==> src/hw/cbsf_cfg.svh <==
// Constants for the branch, shift and flag execution block.
`ifndef CBSF_CFG_SVH
`define CBSF_CFG_SVH
`define CBSF_FLAG_C 3'd0
`define CBSF_FLAG_Z 3'd1
`define CBSF_FLAG_N 3'd2
`define CBSF_FLAG_V 3'd3
`define CBSF_FLAG_S 3'd4
`define CBSF_FLAG_H 3'd5
`define CBSF_FLAG_T 3'd6
`define CBSF_FLAG_I 3'd7
`define CBSF_STATUS_REGISTER_RST 8'h00
`define CBSF_PC_RST 16'h0000
`define CBSF_X_RST 16'h0000
`define CBSF_REG_X_LO 5'd26
`define CBSF_REG_X_HI 5'd27
`endif

==> src/hw/cbsf_pkg.sv <==
// Types for the branch, shift and flag execution block.
package cbsf_pkg;
    typedef enum logic [4:0]
    {
        CBSF_OP_NONE,
        CBSF_OP_BRANCH_SIGNED_GE,
        CBSF_OP_BRANCH_SIGNED_LT,
        CBSF_OP_BRANCH_HALFCARRY_SET,
        CBSF_OP_BRANCH_HALFCARRY_CLEAR,
        CBSF_OP_BRANCH_TRANSFER_SET,
        CBSF_OP_BRANCH_TRANSFER_CLEAR,
        CBSF_OP_BRANCH_OVERFLOW_SET,
        CBSF_OP_BRANCH_OVERFLOW_CLEAR,
        CBSF_OP_BRANCH_IRQ_ENABLED,
        CBSF_OP_BRANCH_IRQ_DISABLED,
        CBSF_OP_IO_BIT_SET,
        CBSF_OP_IO_BIT_CLEAR,
        CBSF_OP_LOGICAL_LEFT_SHIFT,
        CBSF_OP_LOGICAL_RIGHT_SHIFT,
        CBSF_OP_ROTATE_LEFT_CARRY,
        CBSF_OP_ROTATE_RIGHT_CARRY,
        CBSF_OP_ARITH_RIGHT_SHIFT,
        CBSF_OP_STATUS_BIT_SET,
        CBSF_OP_STATUS_BIT_CLEAR,
        CBSF_OP_BIT_TO_TRANSFER,
        CBSF_OP_TRANSFER_TO_BIT,
        CBSF_OP_INDIRECT_LOAD_POSTINC,
        CBSF_OP_INDIRECT_LOAD_PREDEC
    } cbsf_op_t;

    typedef struct packed
    {
        cbsf_op_t    op;
        logic [4:0]  rd;
        logic [2:0]  bitsel;
        logic [4:0]  io_addr;
        logic [6:0]  offset;
    } cbsf_instr_t;

    typedef struct packed
    {
        logic        we;
        logic [4:0]  addr;
        logic [7:0]  data;
    } cbsf_rf_wr_t;
endpackage

==> src/hw/cbsf_core.sv <==
// Execution of branch, shift, flag and indirect load instructions.
//
// The register addresses and the strobed register port were chosen for this implementation.
`timescale 1ns/1ps
`include "cbsf_cfg.svh"
// Summary of operation
// (RULE_01) Signed ge branch taken when N xor V zero.
// (RULE_02) Signed lt branch taken when N xor V one.
// (RULE_03) Half-carry branches test H set or clear.
// (RULE_04) Transfer branches test T set or clear.
// (RULE_05) Overflow branches test V set or clear.
// (RULE_06) Interrupt branches test I set or clear.
// (RULE_07) I/O bit set/clear, two cycles, flags kept.
// (RULE_08) Logical shifts fill zero, update Z C N V.
// (RULE_09) Rotates pass bit through carry, update flags.
// (RULE_10) Arithmetic right shift keeps sign bit.
// (RULE_11) Set or clear any single status flag.
// (RULE_12) Copy register bit to T and back.
// (RULE_13) Load at X then increment X.
// (RULE_14) Decrement X then load at new X.
// (RULE_15) Branch false one cycle, taken two; signed k.
module cbsf_core
(
    input  wire logic                 ref_clk,
    input  wire logic                 srst,
    input  wire logic                 instr_valid,
    input  wire cbsf_pkg::cbsf_instr_t instr,
    input  wire logic [7:0]           rf_rd_data,
    input  wire logic [15:0]          x_ptr,
    input  wire logic [7:0]           io_rd_data,
    input  wire logic [7:0]           dmem_rd_data,
    output logic                      busy,
    output logic                      done,
    output logic [15:0]               pc,
    output logic [7:0]                status_register,
    output cbsf_pkg::cbsf_rf_wr_t     rf_wr,
    output logic                      x_we,
    output logic [15:0]               x_wr_data,
    output logic                      io_rd,
    output logic                      io_we,
    output logic [4:0]                io_addr,
    output logic [7:0]                io_wr_data,
    output logic                      dmem_rd,
    output logic [15:0]               dmem_addr
);
    import cbsf_pkg::*;

    typedef enum logic [1:0]
    {
        CBSF_ST_IDLE,
        CBSF_ST_SECOND
    } cbsf_state_t;

    cbsf_state_t  state;
    cbsf_instr_t  held;

    // ============================================================
    // Decoding
    // ============================================================
    function automatic logic is_branch(input cbsf_op_t op);
        is_branch = (op >= CBSF_OP_BRANCH_SIGNED_GE) &&
                    (op <= CBSF_OP_BRANCH_IRQ_DISABLED);
    endfunction

    function automatic logic is_shift(input cbsf_op_t op);
        is_shift = (op >= CBSF_OP_LOGICAL_LEFT_SHIFT) &&
                   (op <= CBSF_OP_ARITH_RIGHT_SHIFT);
    endfunction

    function automatic logic is_io(input cbsf_op_t op);
        is_io = (op == CBSF_OP_IO_BIT_SET) || (op == CBSF_OP_IO_BIT_CLEAR);
    endfunction

    function automatic logic is_load(input cbsf_op_t op);
        is_load = (op == CBSF_OP_INDIRECT_LOAD_POSTINC) ||
                  (op == CBSF_OP_INDIRECT_LOAD_PREDEC);
    endfunction

    wire logic f_c = status_register[`CBSF_FLAG_C];
    wire logic f_n = status_register[`CBSF_FLAG_N];
    wire logic f_v = status_register[`CBSF_FLAG_V];
    wire logic f_h = status_register[`CBSF_FLAG_H];
    wire logic f_t = status_register[`CBSF_FLAG_T];
    wire logic f_i = status_register[`CBSF_FLAG_I];

    wire logic start = instr_valid && (state == CBSF_ST_IDLE);
    wire logic op_br = start && is_branch(instr.op);
    wire logic op_sh = start && is_shift(instr.op);

    logic cond;
    always_comb
    begin
        case (instr.op)
            CBSF_OP_BRANCH_SIGNED_GE:       cond = ~(f_n ^ f_v); // RULE_01
            CBSF_OP_BRANCH_SIGNED_LT:       cond = f_n ^ f_v; // RULE_02
            CBSF_OP_BRANCH_HALFCARRY_SET:   cond = f_h; // RULE_03
            CBSF_OP_BRANCH_HALFCARRY_CLEAR: cond = ~f_h; // RULE_03
            CBSF_OP_BRANCH_TRANSFER_SET:    cond = f_t; // RULE_04
            CBSF_OP_BRANCH_TRANSFER_CLEAR:  cond = ~f_t; // RULE_04
            CBSF_OP_BRANCH_OVERFLOW_SET:    cond = f_v; // RULE_05
            CBSF_OP_BRANCH_OVERFLOW_CLEAR:  cond = ~f_v; // RULE_05
            CBSF_OP_BRANCH_IRQ_ENABLED:     cond = f_i; // RULE_06
            CBSF_OP_BRANCH_IRQ_DISABLED:    cond = ~f_i; // RULE_06
            default:                        cond = 1'b0;
        endcase
    end

    // Offset is a signed word displacement added to PC plus one.
    wire logic [15:0] k_ext = {{9{instr.offset[6]}}, instr.offset}; // RULE_15
    wire logic [15:0] pc_taken = pc + k_ext + 16'h0001;
    wire logic [15:0] pc_next_seq = pc + 16'h0001;

    // ============================================================
    // Shift unit
    // ============================================================
    logic [7:0] sh_res;
    logic       sh_c;
    always_comb
    begin
        case (instr.op)
            CBSF_OP_LOGICAL_LEFT_SHIFT:
            begin
                sh_res = {rf_rd_data[6:0], 1'b0}; // RULE_08
                sh_c   = rf_rd_data[7];
            end
            CBSF_OP_LOGICAL_RIGHT_SHIFT:
            begin
                sh_res = {1'b0, rf_rd_data[7:1]}; // RULE_08
                sh_c   = rf_rd_data[0];
            end
            CBSF_OP_ROTATE_LEFT_CARRY:
            begin
                sh_res = {rf_rd_data[6:0], f_c}; // RULE_09
                sh_c   = rf_rd_data[7];
            end
            CBSF_OP_ROTATE_RIGHT_CARRY:
            begin
                sh_res = {f_c, rf_rd_data[7:1]}; // RULE_09
                sh_c   = rf_rd_data[0];
            end
            CBSF_OP_ARITH_RIGHT_SHIFT:
            begin
                sh_res = {rf_rd_data[7], rf_rd_data[7:1]}; // RULE_10
                sh_c   = rf_rd_data[0];
            end
            default:
            begin
                sh_res = rf_rd_data;
                sh_c   = f_c;
            end
        endcase
    end

    // Overflow is N xor C after the shift, sign is N xor V.
    wire logic sh_n = sh_res[7];
    wire logic sh_v = sh_n ^ sh_c;
    wire logic sh_z = (sh_res == 8'h00);

    // ============================================================
    // Status register next value
    // ============================================================
    logic [7:0] next_status;
    always_comb
    begin
        next_status = status_register;
        if (op_sh)
        begin
            next_status[`CBSF_FLAG_C] = sh_c; // RULE_08
            next_status[`CBSF_FLAG_Z] = sh_z;
            next_status[`CBSF_FLAG_N] = sh_n;
            next_status[`CBSF_FLAG_V] = sh_v;
            next_status[`CBSF_FLAG_S] = sh_n ^ sh_v;
        end
        else if (start && instr.op == CBSF_OP_STATUS_BIT_SET)
            next_status[instr.bitsel] = 1'b1; // RULE_11
        else if (start && instr.op == CBSF_OP_STATUS_BIT_CLEAR)
            next_status[instr.bitsel] = 1'b0; // RULE_11
        else if (start && instr.op == CBSF_OP_BIT_TO_TRANSFER)
            next_status[`CBSF_FLAG_T] = rf_rd_data[instr.bitsel]; // RULE_12
    end

    logic [7:0] bld_res;
    always_comb
    begin
        bld_res = rf_rd_data;
        bld_res[instr.bitsel] = f_t; // RULE_12
    end

    wire logic op_io  = is_io(instr.op);
    wire logic op_ldi = (instr.op == CBSF_OP_INDIRECT_LOAD_POSTINC);
    wire logic op_ldd = (instr.op == CBSF_OP_INDIRECT_LOAD_PREDEC);
    wire logic op_ld  = is_load(instr.op);
    wire logic two_cycle = (op_br && cond) ||
                           (start && (op_io || op_ld)); // RULE_07 RULE_15
    wire logic [15:0] x_dec = x_ptr - 16'h0001;
    wire logic [15:0] x_inc = x_ptr + 16'h0001;
    wire logic [15:0] ld_addr = op_ldd ? x_dec : x_ptr; // RULE_14

    // One comparator per bit position selects the I/O bit to change.
    wire logic [7:0] io_mask;
    genvar gi;
    generate
        for (gi = 0; gi < 8; gi++)
        begin : g_io_mask
            assign io_mask[gi] = (held.bitsel == 3'(gi));
        end
    endgenerate
    wire logic [7:0] io_new = (held.op == CBSF_OP_IO_BIT_SET) ?
                              (io_rd_data | io_mask) :
                              (io_rd_data & ~io_mask); // RULE_07

    // ============================================================
    // Sequencing
    // ============================================================
    cbsf_state_t  next_state;
    cbsf_instr_t  next_held;
    cbsf_rf_wr_t  next_rf_wr;
    logic         next_busy;
    logic         next_done;
    logic [15:0]  next_pc;
    logic         next_x_we;
    logic [15:0]  next_x_wr_data;
    logic         next_io_rd;
    logic         next_io_we;
    logic [4:0]   next_io_addr;
    logic [7:0]   next_io_wr_data;
    logic         next_dmem_rd;
    logic [15:0]  next_dmem_addr;

    // Strobes fall back to zero each cycle; data and addresses hold.
    always_comb
    begin
        next_state      = state;
        next_held       = held;
        next_busy       = busy;
        next_done       = 1'b0;
        next_pc         = pc;
        next_rf_wr      = rf_wr;
        next_rf_wr.we   = 1'b0;
        next_x_we       = 1'b0;
        next_x_wr_data  = x_wr_data;
        next_io_rd      = 1'b0;
        next_io_we      = 1'b0;
        next_io_addr    = io_addr;
        next_io_wr_data = io_wr_data;
        next_dmem_rd    = 1'b0;
        next_dmem_addr  = dmem_addr;
        case (state)
            CBSF_ST_IDLE:
            begin
                if (start)
                begin
                    next_held = instr;
                    if (two_cycle)
                    begin
                        next_state = CBSF_ST_SECOND;
                        next_busy  = 1'b1;
                    end
                    else
                    begin
                        next_done = 1'b1;
                        next_pc   = pc_next_seq; // RULE_15
                    end
                    if (op_br && cond)
                        next_pc = pc_taken; // RULE_01
                    if (op_sh)
                        next_rf_wr = '{1'b1, instr.rd, sh_res}; // RULE_10
                    if (instr.op == CBSF_OP_TRANSFER_TO_BIT)
                        next_rf_wr = '{1'b1, instr.rd, bld_res}; // RULE_12
                    if (op_io)
                    begin
                        next_io_rd   = 1'b1; // RULE_07
                        next_io_addr = instr.io_addr;
                    end
                    if (op_ld)
                    begin
                        next_dmem_rd   = 1'b1;
                        next_dmem_addr = ld_addr; // RULE_13
                        next_x_we      = 1'b1;
                        next_x_wr_data = op_ldi ? x_inc : x_dec; // RULE_14
                    end
                end
            end
            CBSF_ST_SECOND:
            begin
                // A taken branch has already moved the program counter.
                next_state = CBSF_ST_IDLE;
                next_busy  = 1'b0;
                next_done  = 1'b1;
                if (is_io(held.op))
                begin
                    next_io_we      = 1'b1;
                    next_io_wr_data = io_new; // RULE_07
                    next_pc         = pc_next_seq;
                end
                else if (is_load(held.op))
                begin
                    next_rf_wr = '{1'b1, held.rd, dmem_rd_data}; // RULE_13
                    next_pc    = pc_next_seq;
                end
            end
            default:
            begin
                next_state = CBSF_ST_IDLE;
                next_busy  = 1'b0;
            end
        endcase
    end

    // Register stage: every output comes straight from a flip-flop.
    always_ff @(posedge ref_clk)
    begin
        if (srst)
        begin
            state           <= CBSF_ST_IDLE;
            held            <= '0;
            busy            <= 1'b0;
            done            <= 1'b0;
            pc              <= `CBSF_PC_RST;
            status_register <= `CBSF_STATUS_REGISTER_RST;
            rf_wr           <= '0;
            x_we            <= 1'b0;
            x_wr_data       <= `CBSF_X_RST;
            io_rd           <= 1'b0;
            io_we           <= 1'b0;
            io_addr         <= 5'h00;
            io_wr_data      <= 8'h00;
            dmem_rd         <= 1'b0;
            dmem_addr       <= 16'h0000;
        end
        else
        begin
            state           <= next_state;
            held            <= next_held;
            busy            <= next_busy;
            done            <= next_done;
            pc              <= next_pc;
            status_register <= next_status;
            rf_wr           <= next_rf_wr;
            x_we            <= next_x_we;
            x_wr_data       <= next_x_wr_data;
            io_rd           <= next_io_rd;
            io_we           <= next_io_we;
            io_addr         <= next_io_addr;
            io_wr_data      <= next_io_wr_data;
            dmem_rd         <= next_dmem_rd;
            dmem_addr       <= next_dmem_addr;
        end
    end
endmodule

==> config.mk <==
export PLATFORM = sky130hd
export DESIGN_NAME = cbsf_core
export DESIGN_NICKNAME = d
export VERILOG_FILES = /design/src/hw/cbsf_pkg.sv /design/src/hw/cbsf_core.sv
export VERILOG_INCLUDE_DIRS = /design/src /design/src/hw
export SDC_FILE = /design/constraint.sdc
export NUM_CORES = 1
export LEC_CHECK = 0
export BUFFER_PORTS_ARGS = -buffer_cell sky130_fd_sc_hd__buf_2
export CORE_UTILIZATION = 35
export CTS_BUF_LIST = sky130_fd_sc_hd__clkbuf_4 sky130_fd_sc_hd__clkbuf_8
export DETAILED_ROUTE_END_ITERATION = 6
export SLEW_MARGIN = 30
export SYNTH_ARGS = -nofsm -noshare
export SYNTH_HDL_FRONTEND = slang
export SYNTH_SLANG_ARGS = --single-unit
==> constraint.sdc <==
create_clock -name ref_clk -period 2.92 [get_ports ref_clk]
set_clock_uncertainty 0.05 [all_clocks]
set_input_delay 0.438 -clock ref_clk [delete_from_list [all_inputs] [get_ports ref_clk]]
set_output_delay 0.438 -clock ref_clk [all_outputs]
set_load 0.05 [all_outputs]
Yosys cells after proc, flatten, opt, wreduce, memory -nomap -nowiden
Index checks and enable logic that the tools add are counted.
Cells by class
  equality and inequality tests: 40
  bitwise operators: 18
  magnitude comparators: 6
  mux-type cells: 35
  $add $sub $neg: 5
  reductions and logical operators: 38
Operators with widths (number)
  two-way mux 16 bit: 7
  two-way mux 14 bit: 5
  equality test 5 x 4 -> 1 bit, second input constant: 10
  equality test 5 bit, second input constant: 10
  adder 16 x 1 -> 16 bit, second input constant: 3
  case mux 8 bit (5 select lines): 1
  case mux 16 bit (2 select lines): 1
  case mux 14 bit (2 select lines): 1
  equality test 5 x 3 -> 1 bit, second input constant: 4
  adder 16 bit: 1
  AND 8 bit: 2
  two-way mux 8 bit: 2
  NOT 8 bit: 2
  bitwise OR 8 bit: 2
  subtractor 16 x 1 -> 16 bit, second input constant: 1
  equality test 3 bit, second input constant: 4
  logical AND 1 bit: 11
  equality test 5 x 2 -> 1 bit, second input constant: 2
  two-way mux 1 bit: 10
  case mux 1 bit (10 select lines): 1
  AND reduction 2 bit: 5
  NOT 1 bit: 9
  bitwise mux 8 bit: 1
  zero test 8 bit: 1
  28 further kinds: 46
Word-level totals
  input port bits: 68
  logic and storage cells: 161
  register bits after elaboration: 101
  output and inout port bits: 89

Longest topological paths before layout
Gate-level depths: netlist (run 1).
  word-level depth: 9
  depth in mapped cells: 10
  mapped depth without buffers: 10

Least setup slack after synthesis (run 1)
No wires, ideal clock.
  kind: input to register
  from: input x_ptr[0]
  to: register dmem_addr[12]
  path buffers: 1
  cell stages on the path: 10
  data required time: 2.791 ns
  arrival time: 2.613 ns
  setup time: 0.079 ns
  path slack: 0.177 ns
  cells stage by stage: clkbuf_1 > inv_1 > ha_1 > or3b_4 > or3_4 > nor4_4 > nand2_1 > or4_1 > xor2_1 > a211oi_2
On the way
  cells in the longest elaborated chain, start to end: 2
Ends and longest elaborated chain
  start: declaration: RTL line cbsf_core.sv:29  | input wire logic [15:0] x_ptr,
  subtractor 16 x 1 -> 16 bit: RTL line cbsf_core.sv:195  | wire logic [15:0] x_dec = x_ptr - 16'h0001;
  two-way mux 16 bit: RTL line cbsf_core.sv:197  | wire logic [15:0] ld_addr = op_ldd ? x_dec : x_ptr;
  end signal: assignment: RTL line cbsf_core.sv:347  | dmem_addr <= next_dmem_addr;
  end: declaration: RTL line cbsf_core.sv:44  | output logic [15:0] dmem_addr
No other way between the ends.
A chain may end at the register's enable or synchronous reset.

Worst setup path after layout (run 1)
  from: register pc[0]
  to: register pc[8]
On the way
  cells in the longest elaborated chain, start to end: 5
  elaborated cells between the ends (all ways): 9
  classes of those cells: add/sub: 3; mux: 6
Ends and longest elaborated chain
  start: declaration: RTL line cbsf_core.sv:34  | output logic [15:0] pc,
  start signal: assignment: RTL line cbsf_core.sv:319  | pc <= `CBSF_PC_RST;
  start signal: assignment: RTL line cbsf_core.sv:337  | pc <= next_pc;
  adder 16 bit or adder 16 x 1 -> 16 bit (tied branches): RTL line cbsf_core.sv:110, cbsf_core.sv:111
  adder 16 x 1 -> 16 bit or two-way mux 16 bit (tied branches): RTL line cbsf_core.sv:110, cbsf_core.sv:254
  two-way mux 16 bit: RTL line cbsf_core.sv:264  | if (op_br && cond)
  two-way mux 16 bit: RTL line cbsf_core.sv:251  | if (start)
  case mux 16 bit (2 select lines) *: RTL line cbsf_core.sv:248  | case (state)
Every way passes the cells marked *; elsewhere a longest branch is shown, timed or not. The select of a mux whose other input is x is not followed.

==> impl_metrics.env, run 1 <==
export IMPL_status="completed"
export IMPL_final_cell_mix="buf_2, nand2_1, dfxtp_1"
export IMPL_p_leak_nw=3.19
export IMPL_max_slew_margin_pct=47.6
export IMPL_place_inst=1189
export IMPL_syn_to_final_growth_pct=20.7
export IMPL_finalCriticalPeriod_ns=2.52
export IMPL_ant_nets=0
export IMPL_wl_um=18900
export IMPL_dieArea_um2=18900
export IMPL_ys_warn_count=0
export IMPL_swShare_pct=29.2
export IMPL_htree_num_levels=3
export IMPL_p_switching_mw=0.948
export IMPL_critical_path_class="reg -> reg"
export IMPL_synth_edf_count=0
export IMPL_grt_pass1_wl_um=29900
export IMPL_coreArea_um2=18000
export IMPL_fp_row_count=49
export IMPL_share_seq_of_total_power_pct=44.7
export IMPL_cellPowerDensity_nw_per_um2=419
export IMPL_utilization_pct=43.2
export IMPL_drc=0
export IMPL_timing_fmax_ghz=0.396
export IMPL_fillers=1921
export IMPL_synthArstFlopShare_pct=0
export IMPL_clk_pin_slew_ns=0.10
export IMPL_maxCapViolations=0
export IMPL_startpoint_type="register"
export IMPL_setup_violations_final=0
export IMPL_synth_cells=833
export IMPL_grt_max_degree=65
export IMPL_grt_remaining_overflow=0
export IMPL_cts_resized=0
export IMPL_rsz0062_at_grt="no"
export IMPL_worstPathArrival_ns=2.74
export IMPL_end_kind="register"
export IMPL_synth_cell_types=71
export IMPL_drive_above_1_share_pct=22.2
export IMPL_clock_path_buffers=2
export IMPL_firstDrtPassIters=6
export IMPL_tns_ns=0
export IMPL_routabilityCongestion=0.877
export IMPL_clock_latency_ns=0.39
export IMPL_crit_fanout=7
export IMPL_die_w_um=138
export IMPL_syn_nets=920
export IMPL_stdcell_count=1205
export IMPL_min_path_type="in -> reg"
export IMPL_ys_seq_area_share_pct=31.5
export IMPL_numCtsBuffers=9
export IMPL_track_usage_pct=19.9
export IMPL_pwr_share_comb_pct=19.3
export IMPL_nNetsFinal=1058
export IMPL_die_y_um=138
export IMPL_cts_tree="built"
export IMPL_antenna_found_initial=1
export IMPL_cts_sinks=101
export IMPL_portBuffers=156
export IMPL_power_mw=3.25
export IMPL_synthesis_area_um2=6430
export IMPL_grt_pass1_vias=5933
export IMPL_ios=157
export IMPL_root_buffer="clkbuf_8"
export IMPL_worstPathRequired_ns=3.14
export IMPL_power_internal_mw=2.30
export IMPL_viasPerCell=5.45
export IMPL_tightest_slew_ns=0.781
export IMPL_place_hpwl_um=13900
export IMPL_synth_ff_type="dfxtp_1"
export IMPL_diodes=0
export IMPL_layout_commonest_cell="buf_2"
export IMPL_final_period_utilization_pct=86.5
export IMPL_ff_latch_area_um2=2020
export IMPL_hold_viol=0
export IMPL_drv_slew=0
export IMPL_start_util_pct=35.8
export IMPL_cts_setup_buffers=0
export IMPL_clkPwrFrac_pct=36.1
export IMPL_multi_input_area_um2=4120
export IMPL_holdBufCountCts=0
export IMPL_wl_per_cell_um=15.7
export IMPL_vias=6564
export IMPL_drt_iter0_markers=451
export IMPL_ys_seq_elements=101
export IMPL_syn_area_per_cell_um2=7.71
export IMPL_vdd_ir_drop_max_mv=0.285
layer usage:
metal / vias to the layer above / GRT usage (%) / part of all wire, %
met1: 3042 / 27.0 / 47
met4: 2 / 4.03 / 0.87
li1: 3321 / - / -
met5: - / 0 / 0.048
met3: 16 / 5.15 / 6.4
met2: 183 / 31.5 / 45
path summary, 6_finish.rpt:
path	start	to	slack, ns	depth (start not counted)
worst max-delay path	pc[0]$_SDFFE_PP0P_	pc[8]$_SDFFE_PP0P_	0.40	10
worst min-delay path	instr[11]	io_addr[4]$_SDFFE_PP0P_	0.23	3
worst max register to register	pc[0]$_SDFFE_PP0P_	pc[8]$_SDFFE_PP0P_	0.40	10
worst min register to register	dmem_addr[8]$_SDFFE_PP0P_	dmem_addr[8]$_SDFFE_PP0P_	0.40	2
worst max-delay path, cell delays in order, from the launching register on:
cell and delay, ns:
dfxtp_1 0.46, inv_1 0.09, ha_1 0.22, fa_1 0.40
nor2b_1 0.18, o2111ai_1 0.17, a21boi_0 0.31, o21ai_0 0.17
a21oi_1 0.16, nand3b_1 0.12, a21oi_1 0.06
cells by family after synthesis:
logic type | count (synthesis) | synth area share, %
simple gates | 346 | 27.6
compound gates | 231 | 22.9
flops | 101 | 31.5
buf+inv | 72 | 4.52
xor+xnor | 32 | 4.36
mux | 32 | 5.37
fa+ha+maj | 19 | 3.82
layout make-up:
type | count | area share [%]
inverter | 15 | 0.726
sequential | 101 | 26.1
multi-input combinational | 660 | 53.1
timing repair buffer | 184 | 13.0
clock buffer | 10 | 1.69
clock inverter | 6 | 1.74
tap | 229 | 3.70
power by group through the flow:
stage          clock (mW)  combinational (mW)  sequential (mW)
2_1_floorplan           0               0.345             1.57
3_3_place_gp            0               0.619             1.48
3_5_place_dp            0               0.624             1.48
4_1_cts              1.21               0.627             1.45
5_1_grt              1.26               0.689             1.46
6_report             1.17               0.627             1.45
sequential cells by signal, summed over array words and instances, names as in the netlist, 5 cells and up, named ones only:
| signal | count |
|---|---|
| pc | 16 |
| rf_wr | 14 |
| held | 13 |
| io_addr | 5 |
| x_wr_data | 16 |
| io_wr_data | 8 |
| dmem_addr | 16 |
metrics by stage:
stage	area [µm²]	hold WS, ns	setup slack [ns]
floorplan	6430	0.386	0.177
global placement	7490	0.382	0.208
detailed placement	7490	0.384	0.181
CTS	7750	0.201	0.431
global route	7750	0.215	0.196
finish	7750	0.228	0.396
synthesized netlist by cell type (9+ instances only):
cell type    n  share of area (%)
a211oi_1    23                2.7
a21oi_1     75                5.8
a22oi_1     24                2.8
and3_1      10               0.97
clkbuf_1    45                2.6
dfxtp_1    101                 31
ha_1        18                3.5
inv_1       15               0.88
mux2i_1     30                4.7
nand2_1    103                6.0
nand2b_1     9               0.88
nand3_1     31                2.4
nand3b_1    16                1.9
nor2_1      80                4.7
nor2b_1     15                1.5
nor3_1      16                1.2
nor3b_1      9                1.1
o21ai_0     43                3.3
o22ai_1     10               0.97
xnor2_1     19                2.6
xor2_1      13                1.8
Power figures use the tool's default switching activity.
==> run 2: changes to the inputs <==
--- a/config.mk
+++ b/config.mk
@@ -7,9 +7,10 @@
 export NUM_CORES = 1
 export LEC_CHECK = 0
 export BUFFER_PORTS_ARGS = -buffer_cell sky130_fd_sc_hd__buf_2
-export CORE_UTILIZATION = 35
+export CORE_UTILIZATION = 54
 export CTS_BUF_LIST = sky130_fd_sc_hd__clkbuf_4 sky130_fd_sc_hd__clkbuf_8
 export DETAILED_ROUTE_END_ITERATION = 6
+export PLACE_DENSITY = 0.81
 export SLEW_MARGIN = 30
 export SYNTH_ARGS = -nofsm -noshare
 export SYNTH_HDL_FRONTEND = slang
==> impl_metrics.env, run 2 (synthesized netlist as in run 1, its figures left out) <==
export IMPL_status="finished with violations"
export IMPL_violations="design-rule violations"
export IMPL_final_cell_mix="buf_2, nand2_1, dfxtp_1"
export IMPL_clkPwrFrac_pct=32.4
export IMPL_numCtsBuffers=9
export IMPL_multi_input_area_um2=4120
export IMPL_critical_path_class="reg -> reg"
export IMPL_top_usage_layer="met2"
export IMPL_ios=157
export IMPL_power_mw=3.07
export IMPL_syn_to_final_growth_pct=17.8
export IMPL_tns_ns=0
export IMPL_firstDrtPassIters=7
export IMPL_drv_slew=0
export IMPL_worstPathArrival_ns=2.73
export IMPL_use_met3_pct=5.03
export IMPL_grt_remaining_overflow=0
export IMPL_design_area_um2=7570
export IMPL_nNetsFinal=1053
export IMPL_utilization_pct=65.8
export IMPL_clock_path_buffers=2
export IMPL_ant_nets=0
export IMPL_pre_cts_ws_ns=0.169
export IMPL_holdBufCountCts=0
export IMPL_die_w_um=111
export IMPL_grt_util_met1_pct=36.6
export IMPL_cts_tree="built"
export IMPL_pwr_share_comb_pct=20.3
export IMPL_share_seq_of_total_power_pct=47.3
export IMPL_worstPathRequired_ns=3.14
export IMPL_drt_iter0_markers=725
export IMPL_grt_max_degree=44
export IMPL_vdd_ir_drop_max_mv=0.322
export IMPL_dieArea_um2=12300
export IMPL_postPlaceCellArea_um2=7350
export IMPL_wl_um=17100
export IMPL_routabilityCongestion=0.899
export IMPL_max_slew_margin_pct=49.9
export IMPL_startpoint_type="register"
export IMPL_grt_pass1_vias=6011
export IMPL_gr_usage_met2_pct=46.4
export IMPL_p_leak_nw=3.15
export IMPL_top_regs="dmem_addr (16), pc (16), x_wr_data (16)"
export IMPL_vias=6653
export IMPL_critPathMaxStageDelay_ns=0.46
export IMPL_root_buffer="clkbuf_8"
export IMPL_diodes=0
export IMPL_tightest_slew_ns=0.746
export IMPL_cellPowerDensity_nw_per_um2=405
export IMPL_setup_violations_final=0
export IMPL_swShare_pct=30.5
export IMPL_fillers=1055
export IMPL_clock_latency_ns=0.38
export IMPL_setup_ws_ns=0.407
export IMPL_end_kind="register"
export IMPL_cts_setup_buffers=0
export IMPL_timing_fmax_ghz=0.398
export IMPL_critPathTopFamily="compound AO/OA/AOI/OAI gates"
export IMPL_stdcell_count=1114
export IMPL_start_util_pct=55.8
export IMPL_die_y_um=111
export IMPL_coreArea_um2=11500
export IMPL_crit_chain="inv_1 > ha_1 > fa_1 > nor2b_1 > o2111ai_1 > nand2_1 > a311o_1 > nor2_1 > o31ai_1 > a21oi_1"
export IMPL_final_period_utilization_pct=86.1
export IMPL_cts_resized=0
export IMPL_viasPerCell=5.97
export IMPL_critPathBufInv=1
export IMPL_cp_slowest_cell="dfxtp_1"
export IMPL_place_hpwl_um=12500
export IMPL_cts_sinks=101
export IMPL_htree_num_levels=3
export IMPL_grt_pass1_wl_um=28600
export IMPL_maxCapViolations=0
export IMPL_clk_pin_slew_ns=0.10
export IMPL_finalCriticalPeriod_ns=2.51
export IMPL_min_path_type="in -> reg"
export IMPL_layout_commonest_cell="buf_2"
export IMPL_drive_above_1_share_pct=21.8
export IMPL_place_inst=1098
export IMPL_portBuffers=156
export IMPL_rsz0062_at_grt="no"
export IMPL_ff_latch_area_um2=2020
export IMPL_antenna_found_initial=0
export IMPL_wl_per_cell_um=15.4
export IMPL_holdWs_ns=0.246
export IMPL_fp_row_count=39
export IMPL_crit_fanout=7
export IMPL_p_switching_mw=0.936
export IMPL_power_internal_mw=2.13
export IMPL_track_usage_pct=27.8
export IMPL_hold_viol=0
export IMPL_drc=22
==> run 2: power by group through the flow <==
stage / Clock, mW / Sequential, mW / Combinational [mW]
CTS: 1.01 / 1.45 / 0.617
floorplan: 0 / 1.57 / 0.345
finish: 0.992 / 1.45 / 0.622
detailed placement: 0 / 1.48 / 0.614
global route: 1.06 / 1.46 / 0.680
global placement: 0 / 1.48 / 0.606
==> run 2: tightest hold or removal path: cells and delay by family <==
kind	cells	cell delay, ns
AND/OR/NAND/NOR	1	0.05
buffers and inverters	1	0.10
AO/OA/AOI/OAI	1	0.05
==> run 2: path summary, 6_finish.rpt <==
path	end	cells after the start	start	slack [ns]
worst max-delay path	pc[14]$_SDFFE_PP0P_	10	pc[0]$_SDFFE_PP0P_	0.41
worst min-delay path	held[16]$_SDFFE_PP0P_	3	instr[16]	0.25
worst max register to register	pc[14]$_SDFFE_PP0P_	10	pc[0]$_SDFFE_PP0P_	0.41
worst min register to register	dmem_addr[15]$_SDFFE_PP0P_	2	dmem_addr[15]$_SDFFE_PP0P_	0.40
==> run 2: cell type report <==
type / instances / share of cell area (%)
Multi-Input combinational cell: 660 / 54.4
Inverter: 15 / 0.744
Sequential cell: 101 / 26.7
Tap cell: 143 / 2.36
Clock buffer: 10 / 1.73
Clock inverter: 6 / 1.14
Timing Repair Buffer: 179 / 13.0
==> run 2: metal layers <==
metal  routed length (µm)  share of wire (%)
met1                 7860                 46
met2                 7970                 47
met3                 1050                6.1
met4                  265                1.5
met5                    0                  0
